$ cat src/common/ccdreg_consts.vh
// register offsets, reset values and field widths of the control register bank
`ifndef CCDREG_CONSTS_VH
`define CCDREG_CONSTS_VH

// ****************************************************************
// serial frame layout
// ****************************************************************
`define CCDREG_ADDR_BITS 10
`define CCDREG_DATA_BITS 6

// ****************************************************************
// register offsets
// ****************************************************************
`define CCDREG_OP_MODE_LOW 10'h000
`define CCDREG_OP_MODE_HIGH 10'h001
`define CCDREG_VGA_GAIN_LOW 10'h002
`define CCDREG_VGA_GAIN_HIGH 10'h003
`define CCDREG_BLACK_LEVEL_LOW 10'h004
`define CCDREG_BLACK_LEVEL_HIGH 10'h005
`define CCDREG_AFE_CONTROL 10'h006
`define CCDREG_COLOR_GAIN_0 10'h007
`define CCDREG_COLOR_GAIN_3 10'h00a
`define CCDREG_INIT_VALUE_B 10'h010
`define CCDREG_SOFT_RESET 10'h017
`define CCDREG_OUTPUT_GATE 10'h018
`define CCDREG_UPDATE_LINE_LOW 10'h019
`define CCDREG_UPDATE_LINE_HIGH 10'h01a
`define CCDREG_HOLD_UPDATE 10'h01b
`define CCDREG_READBACK_ENABLE 10'h01c
`define CCDREG_DATA_OUT_PHASE 10'h01d
`define CCDREG_DATA_CLOCK_SELECT 10'h01e
`define CCDREG_INPUT_CLOCK_HALVE 10'h01f
`define CCDREG_RESTORE_DISABLE 10'h020
`define CCDREG_FIELD_PARITY_PRESET 10'h021
`define CCDREG_RETIME_PAIR_A 10'h022
`define CCDREG_RETIME_PAIR_B 10'h023
`define CCDREG_EXT_SYNC_ENABLE 10'h024
`define CCDREG_EXT_SYNC_POLARITY 10'h025
`define CCDREG_EXT_SYNC_SUSPEND 10'h026
`define CCDREG_LINE_FIELD_OUT_SELECT 10'h027
`define CCDREG_CLAMP_BLANK_OUT_SELECT 10'h028
`define CCDREG_TIMING_CORE_RUN 10'h029
`define CCDREG_FRAME_TRANSFER_MODE 10'h02a
`define CCDREG_INIT_VALUE_A 10'h02b
`define CCDREG_SHARED_CLAMP 10'h031
`define CCDREG_OUTPUT_DELAY 10'h032
`define CCDREG_OSCILLATOR_ENABLE 10'h033

// ****************************************************************
// reset values
// ****************************************************************
`define CCDREG_OP_MODE_RST 8'h10
`define CCDREG_VGA_GAIN_RST 10'h045
`define CCDREG_BLACK_LEVEL_RST 8'h80
`define CCDREG_FIELD_PARITY_RST 1'h1
`define CCDREG_SHARED_CLAMP_RST 1'h1
`define CCDREG_OUTPUT_DELAY_RST 2'h2
`define CCDREG_OSC_ENABLE_RST 1'h1

`endif

$ cat src/core/ccdreg_bank.v
// serial-programmed control register bank with sl, sync and sensor-gate commit classes
`timescale 1ns/1ps
`include "ccdreg_consts.vh"

// Overview of operation
// - default commit at sync update line
// - listed registers commit on serial-load rise
// - substrate clear settings commit after gate line
// - soft reset bit restores all defaults except substrate clear config
// - output gate low forces outputs inactive
// - twelve-bit update line picks commit line
// - hold update blocks sync-class commits
// - readback enable drives data back serially
// - data clock select picks clock source
// - input clock halve divides by two
// - restore disable gates dc restore in blanking
// - field preset sets next field parity
// - retime bits retime blanking per pair
// - external sync enable, polarity, suspend
// - shared output pin mux selects
// - core run bit releases timing core
// - frame transfer repurposes sensor gates
// - shared clamp copies black clamp to dummy
// - output delay field and oscillator enable
// - ten address, six data bits, lsb first
// - serial load low auto-increments address
// - wide register commits only after high half
module ccdreg_bank (
  // clock and reset
  input wire sys_clk,
  input wire reset_n,
  // serial port pins, inputs asynchronous to sys_clk, outputs registered on sys_clk
  input wire serial_load,
  input wire serial_clock,
  input wire serial_data_in,
  output reg serial_data_out,
  output reg serial_data_out_en,
  // timing events from the timing core, same clock
  input wire horizontal_sync_fall,
  input wire sensor_gate_line_done,
  input wire [11:0] line_count,
  // substrate clear staging from the timing map, committed here
  input wire [5:0] subclr_stage,
  output reg [5:0] substrate_clear_cfg,
  // committed control values
  output reg [7:0] operation_mode,
  output reg [9:0] vga_gain,
  output reg [7:0] black_level,
  output reg [5:0] afe_control_mode,
  output reg [23:0] color_gain,
  output reg [5:0] data_out_phase,
  output reg output_gate,
  output reg data_clock_select,
  output reg input_clock_halve,
  output reg restore_disable,
  output reg field_parity_preset,
  output reg field_preset_pulse,
  output reg retime_pair_a,
  output reg retime_pair_b,
  output reg ext_sync_enable,
  output reg ext_sync_polarity,
  output reg ext_sync_suspend,
  output reg line_field_out_select,
  output reg clamp_blank_out_select,
  output reg timing_core_run,
  output reg frame_transfer_mode,
  output reg shared_clamp,
  output reg [1:0] output_delay,
  output reg oscillator_enable,
  output reg [5:0] init_value_a,
  output reg [5:0] init_value_b
);

  // ****************************************************************
  // serial pin synchronisers
  // ****************************************************************
  reg [2:0] sync1_reg; // first stage, read only by stage two
  reg [2:0] sync2_reg; // {load, clock, data}
  reg sclk_prev_reg; // for rising edge of serial clock
  reg sl_prev_reg; // for rising edge of serial load
  always @(posedge sys_clk or negedge reset_n) begin
    if (!reset_n) begin
      sync1_reg <= 3'h4;
      sync2_reg <= 3'h4;
      sclk_prev_reg <= 1'b0;
      sl_prev_reg <= 1'b1;
    end else begin
      sync1_reg <= {serial_load, serial_clock, serial_data_in};
      sync2_reg <= sync1_reg;
      sclk_prev_reg <= sync2_reg[1];
      sl_prev_reg <= sync2_reg[2];
    end
  end
  wire sl_low = ~sync2_reg[2];
  wire sclk_rise = sync2_reg[1] & ~sclk_prev_reg & sl_low;
  wire sl_rise = sync2_reg[2] & ~sl_prev_reg;

  // ****************************************************************
  // shift engine: address phase then data words
  // ****************************************************************
  reg [4:0] bit_cnt_reg; // bits of current field
  reg addr_phase_reg; // 1 while taking the address
  reg [9:0] addr_reg; // current target address
  reg [5:0] shift_reg; // data assembly, lsb first
  reg word_done_reg; // one-cycle pulse: full word taken
  reg [9:0] word_addr_reg; // address of finished word
  reg [5:0] word_data_reg; // finished word
  always @(posedge sys_clk or negedge reset_n) begin
    if (!reset_n) begin
      bit_cnt_reg <= 5'h00;
      addr_phase_reg <= 1'b1;
      addr_reg <= 10'h000;
      shift_reg <= 6'h00;
      word_done_reg <= 1'b0;
      word_addr_reg <= 10'h000;
      word_data_reg <= 6'h00;
    end else begin
      word_done_reg <= 1'b0;
      if (!sl_low) begin
        // a partial word is dropped when the load ends early
        bit_cnt_reg <= 5'h00;
        addr_phase_reg <= 1'b1;
      end else if (sclk_rise) begin
        if (addr_phase_reg) begin
          addr_reg <= {sync2_reg[0], addr_reg[9:1]}; // lsb first
          if (bit_cnt_reg == 5'd9) begin
            addr_phase_reg <= 1'b0;
            bit_cnt_reg <= 5'h00;
          end else begin
            bit_cnt_reg <= bit_cnt_reg + 5'h01;
          end
        end else begin
          shift_reg <= {sync2_reg[0], shift_reg[5:1]};
          if (bit_cnt_reg == 5'd5) begin
            // all six bits present: word is accepted
            word_done_reg <= 1'b1;
            word_addr_reg <= addr_reg;
            word_data_reg <= {sync2_reg[0], shift_reg[5:1]};
            addr_reg <= addr_reg + 10'h001; // next word, next address
            bit_cnt_reg <= 5'h00;
          end else begin
            bit_cnt_reg <= bit_cnt_reg + 5'h01;
          end
        end
      end
    end
  end

  // ****************************************************************
  // staging registers: written by serial words, committed later
  // ****************************************************************
  reg [5:0] stage_reg [0:63]; // staging image, index = low six address bits
  reg [63:0] dirty_reg; // entries written since last sync commit
  reg sl_pend_reg; // any data written since last sl rise
  reg sub_pend_reg; // substrate clear commit pending
  wire in_map = (word_addr_reg[9:6] == 4'h0);
  wire [5:0] widx = word_addr_reg[5:0];
  wire soft_reset_hit = word_done_reg && in_map && (word_addr_reg == `CCDREG_SOFT_RESET) && word_data_reg[0];

  // default image, used at reset and on soft reset
  function [5:0] dflt;
    input [5:0] i;
    begin
      case (i)
        6'h00: dflt = 6'h10;
        6'h02: dflt = 6'h05;
        6'h03: dflt = 6'h01;
        6'h05: dflt = 6'h02;
        6'h21: dflt = 6'h01;
        6'h31: dflt = 6'h01;
        6'h32: dflt = 6'h02;
        6'h33: dflt = 6'h01;
        default: dflt = 6'h00;
      endcase
    end
  endfunction

  // sync-class commit point: chosen line on a horizontal sync fall
  wire [11:0] update_line = {stage_reg[6'h1a], stage_reg[6'h19]};
  wire sync_commit = horizontal_sync_fall && (line_count == update_line) && !stage_reg[6'h1b][0];

  integer k;
  always @(posedge sys_clk or negedge reset_n) begin
    if (!reset_n) begin
      for (k = 0; k < 64; k = k + 1) begin
        stage_reg[k] <= dflt(k[5:0]);
      end
      dirty_reg <= 64'h0;
      sl_pend_reg <= 1'b0;
      sub_pend_reg <= 1'b0;
    end else if (soft_reset_hit) begin
      for (k = 0; k < 64; k = k + 1) begin
        stage_reg[k] <= dflt(k[5:0]);
      end
      dirty_reg <= 64'h0;
      sl_pend_reg <= 1'b1;
      sub_pend_reg <= 1'b0;
    end else begin
      if (sync_commit) begin
        dirty_reg <= 64'h0;
      end
      if (sl_rise) begin
        sl_pend_reg <= 1'b0;
        sub_pend_reg <= 1'b1; // substrate settings wait for gate line
      end else if (sensor_gate_line_done) begin
        sub_pend_reg <= 1'b0;
      end
      if (word_done_reg && in_map) begin
        stage_reg[widx] <= word_data_reg;
        sl_pend_reg <= 1'b1;
        // a new write wins over a commit clearing in the same cycle
        dirty_reg[widx] <= 1'b1;
      end
    end
  end

  // ****************************************************************
  // committed registers
  // ****************************************************************
  // wide-register halves pair up only once the high half lands
  reg [5:0] vga_low_hold_reg; // low half latched at high half write
  reg [5:0] blk_low_hold_reg;
  reg [5:0] op_low_hold_reg; // op mode low half
  wire hi_op = word_done_reg && in_map && (word_addr_reg == `CCDREG_OP_MODE_HIGH);
  wire hi_vga = word_done_reg && in_map && (word_addr_reg == `CCDREG_VGA_GAIN_HIGH);
  wire hi_blk = word_done_reg && in_map && (word_addr_reg == `CCDREG_BLACK_LEVEL_HIGH);
  reg vga_ready_reg; // pair complete, waiting for sync commit
  reg blk_ready_reg;
  always @(posedge sys_clk or negedge reset_n) begin
    if (!reset_n) begin
      vga_low_hold_reg <= 6'h05;
      blk_low_hold_reg <= 6'h00;
      op_low_hold_reg <= 6'h10;
      vga_ready_reg <= 1'b0;
      blk_ready_reg <= 1'b0;
    end else if (soft_reset_hit) begin
      vga_low_hold_reg <= 6'h05;
      blk_low_hold_reg <= 6'h00;
      op_low_hold_reg <= 6'h10;
      vga_ready_reg <= 1'b0;
      blk_ready_reg <= 1'b0;
    end else begin
      if (hi_op) begin
        op_low_hold_reg <= stage_reg[6'h00];
      end
      if (hi_vga) begin
        vga_low_hold_reg <= stage_reg[6'h02];
        vga_ready_reg <= 1'b1;
      end else if (sync_commit) begin
        vga_ready_reg <= 1'b0;
      end
      if (hi_blk) begin
        blk_low_hold_reg <= stage_reg[6'h04];
        blk_ready_reg <= 1'b1;
      end else if (sync_commit) begin
        blk_ready_reg <= 1'b0;
      end
    end
  end

  // sync-class committed outputs
  always @(posedge sys_clk or negedge reset_n) begin
    if (!reset_n) begin
      vga_gain <= `CCDREG_VGA_GAIN_RST;
      black_level <= `CCDREG_BLACK_LEVEL_RST;
      color_gain <= 24'h000000;
      data_out_phase <= 6'h00;
      output_gate <= 1'b0;
      data_clock_select <= 1'b0;
      input_clock_halve <= 1'b0;
      restore_disable <= 1'b0;
      line_field_out_select <= 1'b0;
      clamp_blank_out_select <= 1'b0;
      init_value_a <= 6'h00;
      init_value_b <= 6'h00;
    end else if (soft_reset_hit) begin
      vga_gain <= `CCDREG_VGA_GAIN_RST;
      black_level <= `CCDREG_BLACK_LEVEL_RST;
      color_gain <= 24'h000000;
      data_out_phase <= 6'h00;
      output_gate <= 1'b0;
      data_clock_select <= 1'b0;
      input_clock_halve <= 1'b0;
      restore_disable <= 1'b0;
      line_field_out_select <= 1'b0;
      clamp_blank_out_select <= 1'b0;
      init_value_a <= 6'h00;
      init_value_b <= 6'h00;
    end else if (sync_commit) begin
      if (vga_ready_reg) begin
        vga_gain <= {stage_reg[6'h03][3:0], vga_low_hold_reg};
      end
      if (blk_ready_reg) begin
        black_level <= {stage_reg[6'h05][1:0], blk_low_hold_reg};
      end
      color_gain <= {stage_reg[6'h0a], stage_reg[6'h09], stage_reg[6'h08], stage_reg[6'h07]};
      data_out_phase <= stage_reg[6'h1d];
      output_gate <= stage_reg[6'h18][0]; // 0 holds outputs inactive
      data_clock_select <= stage_reg[6'h1e][0]; // 0 phase-tracked, 1 inverted clock
      input_clock_halve <= stage_reg[6'h1f][0];
      restore_disable <= stage_reg[6'h20][0];
      line_field_out_select <= stage_reg[6'h27][0]; // 0 field, 1 line
      clamp_blank_out_select <= stage_reg[6'h28][0]; // 0 clamp, 1 blanking
      init_value_a <= stage_reg[6'h2b];
      init_value_b <= stage_reg[6'h10];
    end
  end

  // serial-load class: commit on the load rising edge
  always @(posedge sys_clk or negedge reset_n) begin
    if (!reset_n) begin
      operation_mode <= `CCDREG_OP_MODE_RST;
      afe_control_mode <= 6'h00;
      field_parity_preset <= `CCDREG_FIELD_PARITY_RST;
      field_preset_pulse <= 1'b0;
      retime_pair_a <= 1'b0;
      retime_pair_b <= 1'b0;
      ext_sync_enable <= 1'b0;
      ext_sync_polarity <= 1'b0;
      ext_sync_suspend <= 1'b0;
      timing_core_run <= 1'b0;
      frame_transfer_mode <= 1'b0;
      shared_clamp <= `CCDREG_SHARED_CLAMP_RST;
      output_delay <= `CCDREG_OUTPUT_DELAY_RST;
      oscillator_enable <= `CCDREG_OSC_ENABLE_RST;
    end else begin
      field_preset_pulse <= 1'b0;
      if (sl_rise && sl_pend_reg) begin
        operation_mode <= {stage_reg[6'h01][1:0], op_low_hold_reg};
        afe_control_mode <= stage_reg[6'h06];
        field_parity_preset <= stage_reg[6'h21][0]; // 0 next odd, 1 next even
        field_preset_pulse <= dirty_reg[6'h21]; // reloads field indicator
        retime_pair_a <= stage_reg[6'h22][0];
        retime_pair_b <= stage_reg[6'h23][0];
        ext_sync_enable <= stage_reg[6'h24][0];
        ext_sync_polarity <= stage_reg[6'h25][0]; // 0 active low
        ext_sync_suspend <= stage_reg[6'h26][0];
        timing_core_run <= stage_reg[6'h29][0]; // 0 holds core in reset
        frame_transfer_mode <= stage_reg[6'h2a][0];
        shared_clamp <= stage_reg[6'h31][0]; // dummy clamp follows black clamp
        output_delay <= stage_reg[6'h32][1:0];
        oscillator_enable <= stage_reg[6'h33][0]; // 0 powers oscillator down
      end
    end
  end

  // substrate clear class: commit at line after sensor gate line
  always @(posedge sys_clk or negedge reset_n) begin
    if (!reset_n) begin
      substrate_clear_cfg <= 6'h00;
    end else if (sub_pend_reg && sensor_gate_line_done) begin
      substrate_clear_cfg <= subclr_stage;
    end
  end

  // ****************************************************************
  // readback: staged word at current address, lsb first
  // ****************************************************************
  reg [2:0] rb_bit_reg; // bit index within readback word
  // limitation: readback drives only during data phase of the frame
  always @(posedge sys_clk or negedge reset_n) begin
    if (!reset_n) begin
      rb_bit_reg <= 3'h0;
      serial_data_out <= 1'b0;
      serial_data_out_en <= 1'b0;
    end else begin
      serial_data_out_en <= stage_reg[6'h1c][0] && sl_low && !addr_phase_reg;
      if (!sl_low || addr_phase_reg) begin
        rb_bit_reg <= 3'h0;
        serial_data_out <= 1'b0;
      end else begin
        serial_data_out <= addr_reg[9:6] == 4'h0 ? stage_reg[addr_reg[5:0]][rb_bit_reg] : 1'b0;
        if (sclk_rise) begin
          rb_bit_reg <= (rb_bit_reg == 3'd5) ? 3'h0 : rb_bit_reg + 3'h1;
        end
      end
    end
  end

endmodule

$ cat config.mk
export PLATFORM = sky130hd
export DESIGN_NAME = ccdreg_bank
export DESIGN_NICKNAME = d
export VERILOG_FILES = /design/src/core/ccdreg_bank.v
export VERILOG_INCLUDE_DIRS = /design/src /design/src/common
export SDC_FILE = /design/constraint.sdc
export NUM_CORES = 1
export LEC_CHECK = 0
export BUFFER_PORTS_ARGS = -buffer_cell sky130_fd_sc_hd__buf_2
export CAP_MARGIN = 10
export CELL_PAD_IN_SITES_DETAIL_PLACEMENT = 1
export CELL_PAD_IN_SITES_GLOBAL_PLACEMENT = 1
export CORE_MARGIN = 2
export CORE_UTILIZATION = 40
export DETAILED_ROUTE_END_ITERATION = 10
export PLACE_DENSITY = 0.68
export SETUP_SLACK_MARGIN = 0.15
export SYNTH_ARGS = -nofsm -noshare
export SYNTH_HDL_FRONTEND = slang
export SYNTH_SLANG_ARGS = --single-unit
$ cat constraint.sdc
create_clock -name sys_clk -period 3.5 [get_ports sys_clk]
set_input_delay 0.175 -clock sys_clk [delete_from_list [all_inputs] [get_ports sys_clk]]
set_output_delay 0.175 -clock sys_clk [all_outputs]
set_load 0.05 [all_outputs]
# After elaboration in Yosys (flattened, before gate mapping)

Cells that the tools add are included.

Eq/ne operators: 8
Add/sub/neg operators: 3
Reductions and logical operators: 38
Mux-type cells: 80
Magnitude comparators: 6
Bitwise logic cells: 10

Operator list:

| cell                                                                    | number |
|---|---|
| 384-bit 2-to-1 mux                                                      | 2 |
| 384-bit bitwise mux                                                     | 1 |
| 64-bit 2-to-1 mux                                                       | 4 |
| 6-bit 2-to-1 mux                                                        | 15 |
| 64-bit bitwise OR                                                       | 1 |
| 10-bit 2-to-1 mux                                                       | 5 |
| 24-bit 2-to-1 mux                                                       | 2 |
| 6-bit binary-select mux with 6-bit select                               | 1 |
| 6-bit demux with 6-bit select                                           | 1 |
| 1-bit 2-to-1 mux                                                        | 36 |
| 5-bit 2-to-1 mux                                                        | 5 |
| 8-bit 2-to-1 mux                                                        | 3 |
| 2-bit nonzero test                                                      | 10 |
| 7-bit greater-or-equal comparator (second input constant)               | 2 |
| 1-bit logical AND                                                       | 14 |
| 6-bit inverter with 7-bit output                                        | 2 |
| 12-bit equality test                                                    | 1 |
| 3-bit nonzero test                                                      | 4 |
| 10-bit by 1-bit adder with 10-bit output (second input constant)        | 1 |
| 10-bit by 1-bit equality test with 1-bit output (second input constant) | 1 |
| 10-bit by 2-bit equality test with 1-bit output (second input constant) | 1 |
| 10-bit by 3-bit equality test with 1-bit output (second input constant) | 1 |
| 10-bit by 5-bit equality test with 1-bit output (second input constant) | 1 |
| 3-bit 2-to-1 mux                                                        | 3 |
| other kinds (19)                                                        | 28 |

Word-level logic and storage cells: 258
Register bits after elaboration: 621

# Logic depth before layout (Yosys ltp)

Depth after elaboration: 8
Gate-level depth with buffers: 11

# Least setup slack after synthesis

No wires, ideal clock.

Path type: register to register
Start point: register addr_reg[0]
End point: register serial_data_out
Setup time: 0.148 ns
Stages on the path, launching flop included: 8
Required time: 3.352 ns
Data arrival time: 2.036 ns
Slack: 1.316 ns
Cells stage by stage: dfrtp_1 buf_6 mux4_2 o21a_1 a2111oi_4 a2111oi_1 a2111oi_1 a41oi_1

Word-level cells in the longest chain between the ends: 8

RTL lines:

| element                                                | line              | RTL |
|---|---|---|
| start: declaration                                     | ccdreg_bank.v:103 | `reg [9:0] addr_reg;` |
| start signal: assignment                               | ccdreg_bank.v:125 | `addr_reg <= {sync2_reg[0], addr_reg[9:1]};` |
| start signal: assignment                               | ccdreg_bank.v:139 | `addr_reg <= addr_reg + 10'h001;` |
| 6-bit inverter with 7-bit output (implied by the code) | ccdreg_bank.v:372 | `serial_data_out <= addr_reg[9:6] == 4'h0 ? stage_reg[addr_reg[5:0]][rb_bit_reg] : 1'b0;` |
| 6-bit binary-select mux with 6-bit select              | ccdreg_bank.v:372 |  |
| 6-bit 2-to-1 mux (implied by the code) (2 in series)   | ccdreg_bank.v:372 |  |
| 1-bit binary-select mux with 3-bit select              | ccdreg_bank.v:372 |  |
| 1-bit 2-to-1 mux (implied by the code)                 | ccdreg_bank.v:372 |  |
| 1-bit 2-to-1 mux                                       | ccdreg_bank.v:372 |  |
| 1-bit 2-to-1 mux                                       | ccdreg_bank.v:368 | `if (!sl_low \|\| addr_phase_reg) begin` |
| end signal: assignment                                 | ccdreg_bank.v:372 |  |
| end: declaration                                       | ccdreg_bank.v:36  | `output reg serial_data_out,` |

Every way passes these cells. The select of a mux whose other input is x is not followed.
A chain may end at the register's enable or synchronous reset.

# Final worst setup path

Same ends and word-level chain as after synthesis.

==> out/results.tsv <==
metric	value	unit
synth-seq-cells	557	
place_area	27800	µm²
power.density	486	nW/µm²
largest_reg_flops	384	
syn_area_per_cell	10.0	µm²
grt_antenna_before_repair	2	
die_width	260	µm
grt_usage	27.4	%
ys_types	63	
overflow	0	
r2r_start	addr_reg[0]	
grt_setup_unrepaired	no	
hold_viol_final	0	
reg2regPathDepth	8	
tightest_slew	1.10	ns
firstDrtPassIters	5	
hpwl	60.5	mm
irDropWorstVdd	0.396	mV
hold_path.class	in2async	
finish.utilization	46.7	%
numClockSinks	557	
pwr-share-clk	48.2	%
yosys-top-cells-count	dfrtp_1, nand2_1, nand3_1, a21oi_1, mux2i_1	
dp_cells	3463	
arrival	3.87	ns
power.internal	11.0	mW
syn_inst	2611	
wl_met1	37.9	mm
setup_ws	0.191	ns
status	finished clean	
root_buffer	clkbuf_16	
crit_path_end_kind	flip-flop	
ant_nets	0	
htree_levels	2	
syn2layout_area_growth	15.4	%
synth_edf_count	0	
post_cts.resized_instances	0	
p_total	14.7	mW
clock.fmax	302	MHz
clk_path_buf_depth	3	
power.switching	3.63	mW
period_needed	3.31	ns
setup_viol_count_final	0	
n_antenna_cell	0	
core_region_area	64600	µm²
yosysWarnings	0	
post-synth-top-count-cell	dfrtp_1	
routed_wl	91.9	mm
synth_area_leaders	dfrtp_1, nand2_1, mux2i_1	
power.leakage	13.8	nW
post_cts_buffers	0	
first_iter_violations	1667	
slew_headroom	26.5	%
p_comb_share	6.8	%
cap_violations	0	
wl_per_cell	25.6	µm
layout.nets	2709	
drc	0	
cp-startpoint	addr_reg[0]	
synth-main-ff-cell	dfrtp_1	
grt_pass1_vias	22500	
grt_pass1_wl	141	mm
skew	0.0208	ns
min_period_over_period	94.5	%
sw_frac_of_total	24.8	%
synth.net_count	2639	
final_area	30200	µm²
n_fill_cell	7117	
startpoint_type	flip-flop	
die_area	67400	µm²
ios	126	
critical_path_class	reg2reg	
vias	21400	
async_flop_share	100	%
dieHeight	260	µm
seqPwrFrac	45.0	%
grt_max_degree	116	
cts.clk_slew.worst_paths	0.06	ns
holdWs	0.0333	ns
instances_no_fill	3588	
place_congestion	0.947	
port_buffers	125	
wl_met3	5.28	mm
final_layout_size_suffix_gt1_share	17.7	%
cp.required	4.06	ns
clock_latency	0.65	ns
cts_buffers	60	
critical_path.max_fanout	36	
num_rows	93	
cts_tree	built	
start_util	40.5	%
netlist.area_leader.share	50.9	%
drv_slew	0	
netlist_area	26100	µm²
highest_layer	met5	
tns	0	ns
pre_cts_slack	0.364	ns
dr_wl_met2	45.3	mm
via_per_inst	5.96	
seq_area_frac_synth	53.4	%
yosysTopAreaCell	dfrtp_1	
## power by group through the flow
stage	clock [mW]	combinational, mW	sequential (mW)
after detailed placement	0	0.972	6.72
after global routing	7.44	1.05	6.61
after floorplan	0	0.513	6.68
after CTS	7.18	0.986	6.60
final	7.07	0.993	6.60
after global placement	0	0.950	6.71
## worst paths after layout
path | endpoint | slack (ns)
max in group asynchronous | ext_sync_polarity | 2.36
hold / removal | black_level[0] | 0.03
setup reg to reg | serial_data_out | 0.19
setup / recovery | serial_data_out | 0.19
hold reg to reg | sync2_reg[2] | 0.36
min in group sys_clk | sync1_reg[0] | 0.19
## worst max-delay path, cell delays in order (launching register included)
cell	delay (ns)
dfrtp_4	0.88
buf_4	0.30
mux2i_1	0.09
a221oi_1	0.32
o21a_1	0.25
a2111oi_4	0.07
a2111oi_1	0.86
a2111oi_1	0.19
a41oi_1	0.25
## what timing repair did
| item | CTS | global route |
|---|---|---|
| hold buffers | 11 | 0 |
| hold endpoints to repair | 400 | 0 |
| endpoints found under the setup margin | 0 | 0 |
## cell usage in the layout, fill, tap and decap left out, types with 10 or more instances in the layout
cell type / instances
clkbuf_8: 12
clkbuf_16: 60
a22oi_1: 21
nand2_1: 496
o21ai_0: 112
dfstp_2: 25
a221oi_1: 10
dfrtp_1: 525
clkinv_2: 15
mux2i_1: 181
nor2_1: 162
buf_2: 124
dlygate4sd3_1: 11
buf_12: 17
buf_4: 75
mux2_2: 43
bufinv_16: 11
nand3_1: 286
a21oi_1: 281
mux4_2: 63
inv_1: 15
nor3_1: 19
## cells by family (layout without fill, tap and decap cells)
| kind of cell | after synthesis | after routing | share of synthesized area (%) |
|---|---|---|---|
| compound gates | 467 | 467 | 9.80 |
| xor+xnor | 14 | 14 | 0.469 |
| fa+ha+maj | 3 | 3 | 0.144 |
| buf+inv | 236 | 358 | 3.99 |
| flops | 557 | 557 | 53.4 |
| mux | 294 | 294 | 14.9 |
| simple gates | 1040 | 1040 | 17.3 |
## cell type report
cell class,instances,area (µm²),share of cell area (%)
clock buffer,75,1680,5.56
inverter,16,60.1,0.199
multi-input combinational,1818,11200,37.1
timing repair buffer,228,1650,5.47
clock inverter,39,529,1.75
tap,855,1070,3.55
sequential,557,14000,46.4
## routing by layer
layer | vias up | GRT usage [%]
met3 | 186 | 4.46
met4 | 2 | 10.4
met1 | 11200 | 35.5
met2 | 679 | 46.1
li1 | 9268 | -
met5 | - | 0
(Power assumes the default switching activity.)
